[config.mk]
export PLATFORM = sky130hd
export DESIGN_NAME = rlnc_exec
export DESIGN_NICKNAME = d
export VERILOG_FILES = /design/src/rtl/rlnc_pkg.sv /design/src/rtl/rlnc_addr_resolve.sv /design/src/rtl/rlnc_exec.sv
export VERILOG_INCLUDE_DIRS = /design/src /design/src/rtl
export SDC_FILE = /design/constraint.sdc
export NUM_CORES = 1
export LEC_CHECK = 0
export BUFFER_PORTS_ARGS = -buffer_cell sky130_fd_sc_hd__buf_2
export CORE_ASPECT_RATIO = 1.2
export CORE_MARGIN = 8
export CORE_UTILIZATION = 50
export CTS_CLUSTER_DIAMETER = 80
export CTS_CLUSTER_SIZE = 16
export DETAILED_ROUTE_END_ITERATION = 10
export PLACE_DENSITY = 0.84
export SYNTH_ARGS = -nofsm -noshare
export SYNTH_HDL_FRONTEND = slang
export SYNTH_SLANG_ARGS = --single-unit
[constraint.sdc]
create_clock -name clock -period 3.6 [get_ports clock]
set_clock_uncertainty 0.2 [all_clocks]
set_input_delay 0.72 -clock clock [delete_from_list [all_inputs] [get_ports clock]]
set_output_delay 0.72 -clock clock [all_outputs]
set_load 0.05 [all_outputs]
[src/rtl/rlnc_consts.svh]
// constants for the rotate-left-no-carry execution datapath
`ifndef RLNC_CONSTS_SVH
`define RLNC_CONSTS_SVH
`define RLNC_OPCODE        6'h11
`define RLNC_IDX_LIMIT     8'h5F
`define RLNC_ACC_SPLIT     8'h60
`define RLNC_ACC_HIGH_BANK 4'hF
`define RLNC_ACC_LOW_BANK  4'h0
`define RLNC_RST_BYTE      8'h00
`define RLNC_RST_ADDR      12'h000
`define RLNC_RST_BANK      4'h0
`define RLNC_MSB           7
`define RLNC_OP_HI         15
`define RLNC_OP_LO         10
`define RLNC_D_BIT         9
`define RLNC_A_BIT         8
`define RLNC_F_HI          7
`define RLNC_F_LO          0
`endif

[src/rtl/rlnc_pkg.sv]
// types for the rotate-left-no-carry execution datapath
package rlnc_pkg;
    typedef enum logic [1:0] {
        PH_DECODE,
        PH_READ,
        PH_PROCESS,
        PH_WRITE
    } rlnc_phase_t;
endpackage : rlnc_pkg

[src/rtl/rlnc_addr_resolve.sv]
// operand address resolver: access bank, banked and indexed modes
`timescale 1ns/1ps
`default_nettype none
`include "rlnc_consts.svh"
module rlnc_addr_resolve
    import rlnc_pkg::*;
(
    input  wire logic [7:0]  fileAddr,
    input  wire logic        accessSel,
    input  wire logic        extEnable,
    input  wire logic [3:0]  bankSelectReg,
    input  wire logic [11:0] indexBase,
    output logic      [11:0] ramAddr,
    output logic             indexedMode
);
    always_comb begin
        indexedMode = 1'b0;
        if (accessSel) begin
            ramAddr = {bankSelectReg, fileAddr};
        end else if (extEnable && (fileAddr <= `RLNC_IDX_LIMIT)) begin
            indexedMode = 1'b1;
            ramAddr = 12'(indexBase + {4'h0, fileAddr});
        end else if (fileAddr < `RLNC_ACC_SPLIT) begin
            ramAddr = {`RLNC_ACC_LOW_BANK, fileAddr};
        end else begin
            ramAddr = {`RLNC_ACC_HIGH_BANK, fileAddr};
        end
    end
endmodule : rlnc_addr_resolve
`default_nettype wire

[src/rtl/rlnc_exec.sv]
// execution unit for the rotate-left-no-carry instruction
`timescale 1ns/1ps
`default_nettype none
`include "rlnc_consts.svh"
module rlnc_exec
    import rlnc_pkg::*;
(
    input  wire logic        clock,
    input  wire logic        rst_n,
    input  wire logic        instrValid,
    input  wire logic [15:0] instrWord,
    input  wire logic        extEnable,
    input  wire logic [3:0]  bankSelectReg,
    input  wire logic [11:0] indexBase,
    input  wire logic [7:0]  ramRdData,
    output logic      [11:0] ramAddr_ff,
    output logic             ramRdEn_ff,
    output logic             ramWrEn_ff,
    output logic      [7:0]  ramWrData_ff,
    output logic      [7:0]  wregData_ff,
    output logic             wregWrEn_ff,
    output logic             flagWrEn_ff,
    output logic             flagNeg_ff,
    output logic             flagZero_ff,
    output logic             busy_ff,
    output logic             done_ff,
    output logic             indexed_ff
);
    // ****************************************
    // helpers
    // ****************************************
    // the msb wraps into bit 0; carry plays no part
    function automatic logic [7:0] rotLeft(input logic [7:0] v);
        rotLeft = {v[`RLNC_MSB-1:0], v[`RLNC_MSB]};
    endfunction : rotLeft

    // zero test for the Z flag; an all-zero byte equals the reset byte
    function automatic logic isZero(input logic [7:0] v);
        isZero = (v == `RLNC_RST_BYTE);
    endfunction : isZero

    rlnc_phase_t phase_ff;
    logic        destSel_ff;
    logic [7:0]  result_ff;
    logic [11:0] resAddr;
    logic        resIdx;
    logic        accept;
    logic        writePhase;
    logic [5:0]  opField;
    logic [7:0]  fileField;
    logic        accessField;
    logic        destField;

    // ****************************************
    // instruction field decode
    // ****************************************
    // fields are split once so resolver and latches see the same bits
    assign opField     = instrWord[`RLNC_OP_HI:`RLNC_OP_LO];
    assign destField   = instrWord[`RLNC_D_BIT];
    assign accessField = instrWord[`RLNC_A_BIT];
    assign fileField   = instrWord[`RLNC_F_HI:`RLNC_F_LO];

    // words offered while busy are dropped, not queued: the core never overlaps
    // the opcode compare uses all six bits; no neighbour shares this decoder
    assign accept = instrValid && !busy_ff && (opField == `RLNC_OPCODE);
    // the write phase drives every strobe below except the read strobe
    assign writePhase = (phase_ff == PH_WRITE);

    rlnc_addr_resolve uResolve (
        .fileAddr      (fileField),
        .accessSel     (accessField),
        .extEnable     (extEnable),
        .bankSelectReg (bankSelectReg),
        .indexBase     (indexBase),
        .ramAddr       (resAddr),
        .indexedMode   (resIdx)
    );

    // ****************************************
    // phase sequencer
    // ****************************************
    // one instruction per four-phase cycle
    // default is unreachable with four states; it only guards a corrupted code
    always_ff @(posedge clock) begin
        if (!rst_n) begin
            phase_ff <= PH_DECODE;
        end else begin
            case (phase_ff)
                PH_DECODE: begin
                    if (accept) begin
                        phase_ff <= PH_READ;
                    end
                end
                PH_READ: begin
                    phase_ff <= PH_PROCESS;
                end
                PH_PROCESS: begin
                    phase_ff <= PH_WRITE;
                end
                PH_WRITE: begin
                    phase_ff <= PH_DECODE;
                end
                default: begin
                    phase_ff <= PH_DECODE;
                end
            endcase
        end
    end

    // busy spans read, process and write; it falls as the write strobes rise
    always_ff @(posedge clock) begin
        if (!rst_n) begin
            busy_ff <= 1'b0;
        end else if (accept) begin
            busy_ff <= 1'b1;
        end else if (writePhase) begin
            busy_ff <= 1'b0;
        end
    end

    // ****************************************
    // operand address and data
    // ****************************************
    // address is frozen at accept, so later bank or index changes cannot leak in
    always_ff @(posedge clock) begin
        if (!rst_n) begin
            ramAddr_ff <= `RLNC_RST_ADDR;
        end else if (accept) begin
            ramAddr_ff <= resAddr;
        end
    end

    // reset picks memory, the destination of the short operand form
    always_ff @(posedge clock) begin
        if (!rst_n) begin
            destSel_ff <= 1'b1;
        end else if (accept) begin
            destSel_ff <= destField;
        end
    end

    // tells the core the operand came from the indexed window
    always_ff @(posedge clock) begin
        if (!rst_n) begin
            indexed_ff <= 1'b0;
        end else if (accept) begin
            indexed_ff <= resIdx;
        end
    end

    // the strobe leaves with the latched address, in the read phase
    always_ff @(posedge clock) begin
        if (!rst_n) begin
            ramRdEn_ff <= 1'b0;
        end else begin
            ramRdEn_ff <= accept;
        end
    end

    // read data sampled in the process phase, one cycle after the read strobe
    always_ff @(posedge clock) begin
        if (!rst_n) begin
            result_ff <= `RLNC_RST_BYTE;
        end else if (phase_ff == PH_PROCESS) begin
            result_ff <= rotLeft(ramRdData);
        end
    end

    // ****************************************
    // result write
    // ****************************************
    // one destination strobe per instruction, never both
    always_ff @(posedge clock) begin
        if (!rst_n) begin
            ramWrEn_ff   <= 1'b0;
            ramWrData_ff <= `RLNC_RST_BYTE;
        end else begin
            ramWrEn_ff <= 1'b0;
            if (writePhase && destSel_ff) begin
                ramWrEn_ff   <= 1'b1;
                ramWrData_ff <= result_ff;
            end
        end
    end

    always_ff @(posedge clock) begin
        if (!rst_n) begin
            wregWrEn_ff <= 1'b0;
            wregData_ff <= `RLNC_RST_BYTE;
        end else begin
            wregWrEn_ff <= 1'b0;
            if (writePhase && !destSel_ff) begin
                wregWrEn_ff <= 1'b1;
                wregData_ff <= result_ff;
            end
        end
    end

    // ****************************************
    // status flags and completion
    // ****************************************
    // carry is never touched: there is no carry output, so the core keeps its carry
    // N and Z follow the rotated byte whichever destination is chosen
    always_ff @(posedge clock) begin
        if (!rst_n) begin
            flagWrEn_ff <= 1'b0;
            flagNeg_ff  <= 1'b0;
            flagZero_ff <= 1'b0;
        end else begin
            flagWrEn_ff <= 1'b0;
            if (writePhase) begin
                flagWrEn_ff <= 1'b1;
                flagNeg_ff  <= result_ff[`RLNC_MSB];
                flagZero_ff <= isZero(result_ff);
            end
        end
    end

    // done marks the cycle in which the destination is updated
    always_ff @(posedge clock) begin
        if (!rst_n) begin
            done_ff <= 1'b0;
        end else begin
            done_ff <= writePhase;
        end
    end
endmodule : rlnc_exec
`default_nettype wire

Word level (Yosys, flattened, before mapping)
Cells that the tools add are included.
{"block": "op_classes", "n_addsub": 1, "n_lt_le_gt_ge": 2, "eq_ne": 5, "n_mux": 12, "n_reduce_logical": 10}
{"operator": "$mux W12", "count": 3}
{"operator": "$add A12 B8 Y12", "count": 1}
{"operator": "$le A8 B7 Y1 const B", "count": 1}
{"operator": "$logic_not A8 Y1", "count": 1}
{"operator": "$lt A8 B7 Y1 const B", "count": 1}
{"operator": "$pmux W2 S4", "count": 1}
{"operator": "$mux W1", "count": 7}
{"operator": "$eq A6 B5 Y1 const B", "count": 1}
{"operator": "$logic_and A1 B1 Y1", "count": 5}
{"operator": "$eq A2 B2 Y1 const B", "count": 2}
{"operator": "$eq A2 B1 Y1 const B", "count": 1}
{"operator": "$logic_not A1 Y1", "count": 2}
{"operator": "$logic_not A2 Y1", "count": 1}
{"operator": "$mux W2", "count": 1}
{"operator": "$ne A2 B2 Y1 const B", "count": 1}
{"operator": "$reduce_bool A2 Y1", "count": 1}
{"block": "totals", "regBits": 48, "inputBits": 44, "output_inout_bits": 37, "wordCells": 45}

Longest topological paths before layout
Gate-level depths: netlist of run 1.
{"block": "depth", "ltp_word": 5, "mapped_depth": 8, "depth_no_buf": 8}

By module
A second synthesis of run 1 with hierarchy kept.
{"block": "unflattened", "hier_cells": 299, "hier_area_um2": 2521.2}
{"module": "rlnc_exec", "instances": 1, "cells_per_inst": 204, "area_per_inst_um2": 1895.6, "seq_area_each_um2": 940.9}
{"module": "rlnc_addr_resolve", "instances": 1, "cells_per_inst": 95, "area_per_inst_um2": 625.6, "seq_area_each_um2": 0.0}

Least setup slack after synthesis of run 1
OpenSTA, ideal clock, no wires.
{"block": "synth_timing", "path_kind": "input to register", "start": "input port instrWord[0]", "end": "register ramAddr_ff[8]", "setup_time_ps": 116, "arrival_time_ps": 2153, "required_ps": 3284, "setup_slack_ps": 1132, "cell_stages": 8, "path_buffers": 0, "path_cell_list": "ha_1 > inv_1 > fa_1 > nor2b_4 > o31a_1 > o211a_1 > nor4b_2 > and3b_1"}
{"block": "synth_between", "elab_chain_cells": 4, "word_cells_on_any_way": 7, "classes_between": "1 x add/sub; 2 x order compare; 3 x mux; 1 x reduce/logical"}
{"element": "start: declaration", "line_no": "rlnc_exec.sv:11", "source": "input wire logic [15:0] instrWord,"}
{"element": "$lt A8 B7 Y1 (no line) / $le A8 B7 Y1 (equally long branches)"}
{"element": "$mux W12 / $logic_and A1 B1 Y1 (equally long branches)", "line_no": "rlnc_addr_resolve.sv:23, rlnc_addr_resolve.sv:20"}
{"element": "$mux W12 (*)", "line_no": "rlnc_addr_resolve.sv:20", "source": "end else if (extEnable && (fileAddr <= `RLNC_IDX_LIMIT)) begin"}
{"element": "$mux W12 (*)", "line_no": "rlnc_addr_resolve.sv:18", "source": "if (accessSel) begin"}
{"element": "end signal: assignment", "line_no": "rlnc_exec.sv:127", "source": "ramAddr_ff <= `RLNC_RST_ADDR;"}
{"element": "end signal: assignment", "line_no": "rlnc_exec.sv:129", "source": "ramAddr_ff <= resAddr;"}
{"element": "end: declaration", "line_no": "rlnc_exec.sv:16", "source": "output logic [11:0] ramAddr_ff,"}
Every way passes the cells marked *; elsewhere a longest branch is shown, timed or not.
A chain may end at the register's enable or synchronous reset.

Final worst setup path of run 1
Ends and elaborated chain as after synthesis.

==> results of run 1 <==
where the power goes:
group	switching, mW	internal [mW]
Combinational	0.0880	0.0685
Clock	0.171	0.133
Sequential	0.00599	0.526
Total	0.265	0.728
stage by stage:
step	utilization, %	cells	hold slack, ps
2_1_floorplan	-	281	238.7
3_5_place_dp	60.40	403	245.6
5_1_grt	62.23	411	280.3
6_report	62.23	411	255.5
4_1_cts	62.23	411	256.5
3_3_place_gp	60.40	403	240.8
worst max path at each step:
| stage | cells past startpoint | to | slack [ps] |
|---|---|---|---|
| 2_1_floorplan | 8 | ramAddr_ff[8]$_SDFFE_PN0P_ | 1130 |
| 3_3_place_gp | 6 | ramAddr_ff[10]$_SDFFE_PN0P_ | 890 |
| 3_5_place_dp | 6 | ramAddr_ff[8]$_SDFFE_PN0P_ | 850 |
| 4_1_cts | 6 | ramAddr_ff[8]$_SDFFE_PN0P_ | 1170 |
| 5_1_grt | 6 | ramAddr_ff[8]$_SDFFE_PN0P_ | 1050 |
| 6_report | 9 | ramAddr_ff[8]$_SDFFE_PN0P_ | 1220 |
Yosys cell counts, drive strengths merged, types with 2 or more instances:
library cell | n | area, um2
o21ai | 7 | 35.03
a22oi | 2 | 15.01
nor2 | 22 | 82.58
nor4 | 2 | 12.51
a211oi | 7 | 62.56
a31oi | 2 | 12.51
and3 | 4 | 25.02
nor2b | 4 | 32.53
a221oi | 2 | 23.77
nor3 | 3 | 15.01
xnor2 | 4 | 35.03
a311oi | 2 | 17.52
o211a | 2 | 20.02
a21o | 2 | 15.01
nand3 | 16 | 80.08
or3 | 4 | 25.02
clkbuf | 7 | 26.28
buf | 10 | 57.55
o21a | 2 | 15.01
nor4b | 2 | 23.77
o221ai | 2 | 17.52
inv | 8 | 30.03
dfxtp | 47 | 940.9
o32ai | 2 | 17.52
nand2b | 3 | 18.77
a21oi | 32 | 160.2
o211ai | 2 | 15.01
and2 | 3 | 18.77
nand2 | 42 | 157.7
ha | 12 | 150.1
mux2i | 10 | 100.1
final cells by class:
class | instances | area share [%]
multi-input cells | 209 | 46.30
flip-flops and latches | 47 | 32.91
repair buffers | 81 | 14.27
well taps | 58 | 2.538
clock buffers | 5 | 2.407
inverters | 8 | 1.050
clock inverters | 3 | 0.5252
sequential cells by signal (all words and copies together), names as in the netlist:
| register | cells |
|---|---|
| ramAddr_ff | 12 |
| ramWrData_ff | 8 |
| result_ff | 8 |
| wregData_ff | 8 |
| phase_ff | 2 |
| busy_ff | 1 |
| destSel_ff | 1 |
| flagNeg_ff | 1 |
| flagWrEn_ff | 1 |
| flagZero_ff | 1 |
| indexed_ff | 1 |
| ramRdEn_ff | 1 |
| ramWrEn_ff | 1 |
| wregWrEn_ff | 1 |
kinds of logic (layout without fill, tap and decap cells):
kind of cell               count (synthesis)  after routing
AOI/OAI and AO/OA                         71             71
xor gates and xnor gates                   5              5
adders and majority gates                 13             13
buffers and inverters                     25             97
DFF                                       47             47
muxes                                     11             11
and+or+nand+nor                          109            109
per-layer routing:
layer	track usage [%]	vias up	routed length, um
met2	30.13	80	3058
met4	6.656	0	89
met5	0	-	0
li1	-	1139	-
met3	5.720	9	563
met1	17.55	1060	2315
critical path, delay by kind of cell:
kind,cells,cell delay (ps)
fa+ha+maj,2,460
buf+inv,2,170
compound gates,2,570
simple gates,3,450
layout by cell type (no fill, tap or decap), types with 2 or more instances in the layout:
cell type  count
a211oi_1       5
a211oi_2       2
a21o_1         2
a21oi_1       32
a22oi_1        2
a311oi_1       2
a31oi_1        2
and2_1         3
and3_1         4
buf_2         80
clkbuf_8       5
clkinv_2       3
dfxtp_1       47
ha_1          12
inv_1          8
mux2i_1       10
nand2_1       42
nand2b_1       3
nand3_1       16
nor2_1        22
nor2b_1        3
nor3_1         3
nor4_1         2
o211a_1        2
o211ai_1       2
o21a_1         2
o21ai_0        7
o221ai_1       2
o32ai_1        2
or3_1          4
xnor2_1        4
==> flow_summary.ini, run 1 <==
[yosys]
netlist_area_mm2 = 0.002379
ys_warn_count = 0
synth-compound-area-share_pct = 19.78
avgSynthCellArea_um2 = 8.465
async_flop_share_pct = 0
synth_cells = 281
synth_top_family_by_area = simple AND/OR/NAND/NOR gates
yosys.area_share.simple_pct = 22.20
ys_seq_area_share_pct = 39.56
synth_fa_ha_area_share_pct = 7.154
synth-xor-area-share_pct = 1.841
synth_cell_types = 50
ys_seq_elements = 47
synthFlopType = dfxtp_1
synth.area.mux_share_pct = 4.682
synth_edf_count = 0
synth_nets = 338

[pwr]
power_density_mw_per_mm2 = 347.4
power.leakage_nw = 1.263
vdd_drop_max_mv = 0.1403
total_power_uw = 993.2

[clocking]
cts.clk_slew.worst_paths_ps = 80
clockBufferDepth = 2
hold_buffers = 0
cts_buffers = 5
cts_resized = 0
root_buffer = clkbuf_8
cts.htree.levels = 2
clk_latency_ps = 300
cts_num_sinks = 47
post_cts_buffers = 0
cts_tree = yes

[sta]
setup_tns_ps = 0
grt_setup_unrepaired = no
tightest_slew_ps = 635.5
relSlewSlack_pct = 57.53
setup_ws_ps = 1217
drv_slew = 0
layout_min_cycle_time_ps = 2383
fin_crit_sh_pct = 66.18
final-hold-violation-count = 0
finalSetupViolCount = 0
max_freq_mhz = 419.7

[place]
port_buffers = 80
hpwl_mm = 4.835
placed_area_mm2 = 0.002775
dp_slack_ps = 851.6
place.gp.congestion = 0.8605

[critical_path]
cp-start-kind = input port
rr_endpoint = ramAddr_ff[10]$_SDFFE_PN0P_
worst-endpoint-required_ps = 3600
r2r-start = busy_ff$_SDFFE_PN0P_
worstPathMaxFanout = 4
cp-end-kind = register
crit_start = instrWord[0]
crit_path_top_delay_cell = o211a_1
cp_data_arrival_time_ps = 2380
crit_type = input port to register
ff2ff_path_depth = 5
critical-path-max-stage-delay_ps = 290
rrSetupSlack_ps = 1460
crit_chain = buf_2 -> ha_1 -> inv_1 -> fa_1 -> nor2b_4 -> o31a_1 -> o211a_1 -> nor4b_2 -> and3b_1

[grt]
grt_pass1_wl_mm = 10.14
antenna_found_initial = 0
grtUsageTotal_pct = 16.91
grt_max_degree = 31
grt_pass1_vias = 2325
overflow = 0

[layout]
nNetsFinal = 409
multi_input_area_mm2 = 0.001324
area.sequential_um2 = 940.9
drive_gt1_share_pct = 27.48
nFillCells = 439
stdcell_area_mm2 = 0.002859
n_antenna_cell = 0
syn_to_final_growth_pct = 20.20

[floorplanning]
die_h_um = 91.56
fp.dieW_um = 78.96
io_pins = 81
core_mm2 = 0.004594
rows = 27
dieArea_mm2 = 0.007229
initial_utilization_pct = 51.77

[routing]
route.detailed.drc = 0
vias_per_cell = 5.567
firstDrtPassIters = 4
postRouteAntennaNets = 0
route.detailed.wl_per_inst_um = 14.66
vias = 2288
routed_wl_mm = 6.026
first_iter_violations = 104

[min_path]
hold_start = wregData_ff[0]$_SDFFE_PN0P_
holdPathStages = 2
min_to = wregData_ff[0]$_SDFFE_PN0P_
hold_class = register to register

[run_status]
status = finished clean

[job]
cap_viol_max_count = 0
(Power assumes the default switching activity.)
==> run 2: changes to the inputs <==
- CORE_UTILIZATION: 50 -> 45
- PLACE_DENSITY: 0.84 -> 0.8
- clock period: 3.6 -> 2 ns (I/O delays scaled with it)
==> flow_summary.ini, run 2 (synthesis gave the netlist of run 1 again) <==
[routing]
routed_wl_mm = 6.806
route.detailed.drc = 0
first_iter_violations = 109
vias_per_cell = 5.435
firstDrtPassIters = 4
postRouteAntennaNets = 0
vias = 2424
route.detailed.wl_per_inst_um = 15.26

[sta]
layout_min_cycle_time_ps = 2022
setup_tns_ps = -21.86
relSlewSlack_pct = 63.01
grt_setup_unrepaired = yes
max_freq_mhz = 494.6
drv_slew = 0
fin_crit_sh_pct = 101.1
finalSetupViolCount = 1
tightest_slew_ps = 554.8
final-hold-violation-count = 0
setup_ws_ps = -21.86

[floorplanning]
io_pins = 81
rows = 29
initial_utilization_pct = 45.84
dieArea_mm2 = 0.007877
die_h_um = 95.64
fp.dieW_um = 82.37
core_mm2 = 0.005189

[place]
hpwl_mm = 5.199
port_buffers = 80
place.gp.congestion = 0.8582

[grt]
antenna_found_initial = 0
grt_pass1_vias = 2460
grt_use_met1_pct = 20.39
grt_busiest_layer = met2
use_met2_pct = 28.71
grt_max_degree = 20
grt_pass1_wl_mm = 10.77
overflow = 0
grtUsageTotal_pct = 16.99
grt_util_met3_pct = 3.396

[clocking]
hold_buffers = 0
cts_buffers = 5
cts_tree = yes
cts.clk_slew.worst_paths_ps = 90
root_buffer = clkbuf_8
cts_num_sinks = 47
clk_latency_ps = 300
cts.htree.levels = 2
clockBufferDepth = 2

[layout]
largest_register_ff_count = 12
regMostFlops = ramAddr_ff
mostFrequentLayoutCell = buf_2
n_antenna_cell = 0
syn_to_final_growth_pct = 34.88
fin_util_pct = 61.83
final_cell_mix = buf_2 (78), dfxtp_1 (47), nand2_1 (42)
nNetsFinal = 440
drive_gt1_share_pct = 35.68

[pwr]
total_power_mw = 2.030
power.leakage_nw = 1.439
power_density_mw_per_mm2 = 632.8
vdd_drop_max_mv = 0.3829

[critical_path]
rr_endpoint = ramAddr_ff[10]$_SDFFE_PN0P_
cp-start-kind = input port
critical-path-max-stage-delay_ps = 320
crit_path_top_delay_cell = o31a_1
worst-endpoint-required_ps = 2000
ff2ff_path_depth = 5
cp-endpoint = ramAddr_ff[8]$_SDFFE_PN0P_
rrSetupSlack_ps = 160
crit_chain = buf_8 -> ha_4 -> inv_2 -> fa_2 -> nor2b_4 -> o31a_1 -> o211a_1 -> nor4b_2 -> and3b_1
crit_buf_inv = 2
crit_type = input port to register
cp-end-kind = register
worstPathMaxFanout = 2
crit_start = instrWord[0]
cp.depth = 9
crit_family = compound AO/OA/AOI/OAI gates
cp_data_arrival_time_ps = 2020
r2r-start = busy_ff$_SDFFE_PN0P_

[min_path]
holdPathStages = 3
hold_class = input port to register

[job]
cap_viol_max_count = 0

[run_status]
violations = negative setup slack
status = complete, but fails checks
## run 2: where the power goes
part	total [mW]	switching, mW	internal, mW	leakage [nW]
Clock	0.714	0.335	0.379	0.0587
Sequential	0.959	0.0115	0.948	0.379
Combinational	0.357	0.179	0.177	1.00
Total	2.03	0.526	1.50	1.44
## run 2: through the flow
stage	instances	setup WS (ps)	instance area (um2)	hold WS, ps
2_1_floorplan	281	-119.6	2415	238.7
3_3_place_gp	436	-268.9	3034	238.5
3_5_place_dp	436	-331.3	3034	244.2
4_1_cts	444	13.50	3151	122.0
5_1_grt	446	-31.58	3208	132.9
6_report	446	-21.86	3208	131.0
## run 2: layout make-up
type	instances	area, um2
fill	447	1981
clock buffer	5	68.82
tap	62	77.57
timing repair buffer	112	660.6
multi-input combinational	209	1383
sequential	47	940.9
clock inverter	3	47.55
inverter	8	30.03
## run 2: worst reg2reg max path: stages (launching register included)
cell,delay [ps]
dfxtp_1,360
nor4bb_4,310
and2_2,250
mux2_2,350
a32oi_1,150
nand3_1,110
## run 2: what timing repair did
item	CTS	global route
resized for setup	0	8
buffers inserted	0	2
endpoints found under the setup margin	1	7
pin swaps	1	7
## run 2: metal layers
layer / wire [um] / vias to the layer above
met2: 3387 / 100
met5: 0 / -
met3: 465 / 10
met1: 2864 / 1110
met4: 88 / 0
li1: - / 1204
## run 2: worst min-delay path by stage
stage | endpoint | from
after floorplan | wregWrEn_ff$_SDFF_PN0_ | destSel_ff$_SDFFE_PN1P_
after global placement | wregData_ff[1]$_SDFFE_PN0P_ | wregData_ff[1]$_SDFFE_PN0P_
after detailed placement | wregData_ff[1]$_SDFFE_PN0P_ | wregData_ff[1]$_SDFFE_PN0P_
after CTS | destSel_ff$_SDFFE_PN1P_ | instrWord[9]
after global routing | destSel_ff$_SDFFE_PN1P_ | instrWord[9]
final | destSel_ff$_SDFFE_PN1P_ | instrWord[9]
==> run 3: changes to the inputs <==
- PLACE_DENSITY: 0.8 -> 0.87
==> flow_summary.ini, run 3 (synthesis gave the netlist of run 1 again) <==
[floorplanning]
die_h_um = 95.64
core_mm2 = 0.005189
fp.dieW_um = 82.37
io_pins = 81
initial_utilization_pct = 45.84
rows = 29
dieArea_mm2 = 0.007877

[min_path]
hold_start = instrWord[9]
hold_class = input port to register

[sta]
tightest_slew_ps = 517.0
final-hold-violation-count = 0
setup_ws_ps = -31.69
layout_min_cycle_time_ps = 2032
relSlewSlack_pct = 65.53
whs_ps = 145.6
max_freq_mhz = 492.2
finalSetupViolCount = 1
drv_slew = 0
grt_setup_unrepaired = yes
fin_crit_sh_pct = 101.6

[pwr]
power_density_mw_per_mm2 = 634.3
p_int_mw = 1.490
power_switching_uw = 520.3
pwr-share-comb_pct = 16.9
p_sw_share_pct = 25.88
vdd_drop_max_mv = 0.3190
clkPwrFrac_pct = 35.4
p_seq_share_pct = 47.7
power.leakage_nw = 1.413

[routing]
routed_wl_mm = 6.649
route.detailed.drc = 0
firstDrtPassIters = 4
vias_per_cell = 5.381
postRouteAntennaNets = 0
first_iter_violations = 95
route.detailed.wl_per_inst_um = 15.01
vias = 2384

[critical_path]
r2r-start = busy_ff$_SDFFE_PN0P_
cp-end-kind = register
crit_start = indexBase[0]
crit_type = input port to register
worst-endpoint-required_ps = 2000
cp_data_arrival_time_ps = 2030
cp-start-kind = input port
worstPathMaxFanout = 4

[clocking]
root_buffer = clkbuf_8
cts_num_sinks = 47
clockBufferDepth = 2
post_cts_buffers = 0
cts.htree.levels = 2
cts_buffers = 5
cts.clk_slew.worst_paths_ps = 90
cts_tree = yes
clk_latency_ps = 290

[run_status]
status = complete, but fails checks
violations = negative setup slack

[layout]
stdcell_area_mm2 = 0.003169
regMostFlops = ramAddr_ff
drive_gt1_share_pct = 35.17
nNetsFinal = 437
area.sequential_um2 = 940.9
final_cell_mix = buf_2 (78), dfxtp_1 (47), nand2_1 (41)
fin_util_pct = 61.08
n_antenna_cell = 0
multi_input_area_mm2 = 0.001375
mostFrequentLayoutCell = buf_2
syn_to_final_growth_pct = 33.25
nFillCells = 451
largest_register_ff_count = 12

[job]
cap_viol_max_count = 0

[place]
port_buffers = 80
place.gp.congestion = 0.8996
hpwl_mm = 5.347
placed_area_mm2 = 0.003027

[grt]
grt_pass1_wl_mm = 10.64
antenna_found_initial = 0
grt_pass1_vias = 2352
grt_max_degree = 22
grtUsageTotal_pct = 16.91
overflow = 0
run 3: cell types whose count changed in the layout (fill, tap and decap cells not counted), sizes merged:
cell | previous run | this run
clkinv | 1 | 0
clkinvlp | 0 | 1
buf | 112 | 109
run 3: routing by layer:
metal,global-route usage (%),share of wire (%),up-vias
li1,-,-,1189
met4,4.692,0.50,0
met5,0,0,-
met3,4.057,7.5,2
met2,30.48,51,86
met1,18.99,41,1107
run 3: through the flow:
stage	cells	TNS, ps	setup WS, ps	total power, mW
after floorplan	281	-131.4	-119.6	1.175
after global placement	435	-1550	-291.9	1.300
after detailed placement	435	-1890	-373.4	1.313
after CTS	443	0	5.608	2.019
after global routing	443	-13.32	-13.32	2.098
final	443	-31.69	-31.69	2.010
run 3: area by class of cell:
type	count	area share [%]
Sequential cell	47	29.69
Clock inverter	3	1.461
Inverter	8	0.9475
Timing Repair Buffer	109	19.90
Clock buffer	5	2.171
Tap cell	62	2.448
Multi-Input combinational cell	209	43.39
run 3: power groups by stage:
| stage | Sequential [mW] | Clock (mW) | Combinational, mW |
|---|---|---|---|
| after detailed placement | 0.981 | 0 | 0.332 |
| after floorplan | 0.984 | 0 | 0.192 |
| after global placement | 0.980 | 0 | 0.320 |
| final | 0.959 | 0.711 | 0.340 |
| after global routing | 0.961 | 0.764 | 0.373 |
| after CTS | 0.959 | 0.724 | 0.336 |
run 3: path summary, 6_finish.rpt:
kind,end,slack [ps],depth (start not counted)
worst min register to register,wregData_ff[2]$_SDFFE_PN0P_,260,2
worst max-delay path,ramAddr_ff[8]$_SDFFE_PN0P_,-30,9
worst min-delay path,destSel_ff$_SDFFE_PN1P_,150,3
worst max register to register,ramAddr_ff[8]$_SDFFE_PN0P_,150,5
run 3: critical path: stages:
cell	delay, ps
buf_6	100
ha_4	150
inv_2	50
fa_2	230
nor2b_4	50
o31a_1	320
o211a_1	270
nor4b_2	260
and3b_1	200
run 3: timing repair:
item / 4_1_cts / 5_1_grt
gates resized for setup: 2 / 3
setup endpoints to repair: 1 / 4
hold buffers: 0 / 0
pin swaps: 5 / 1
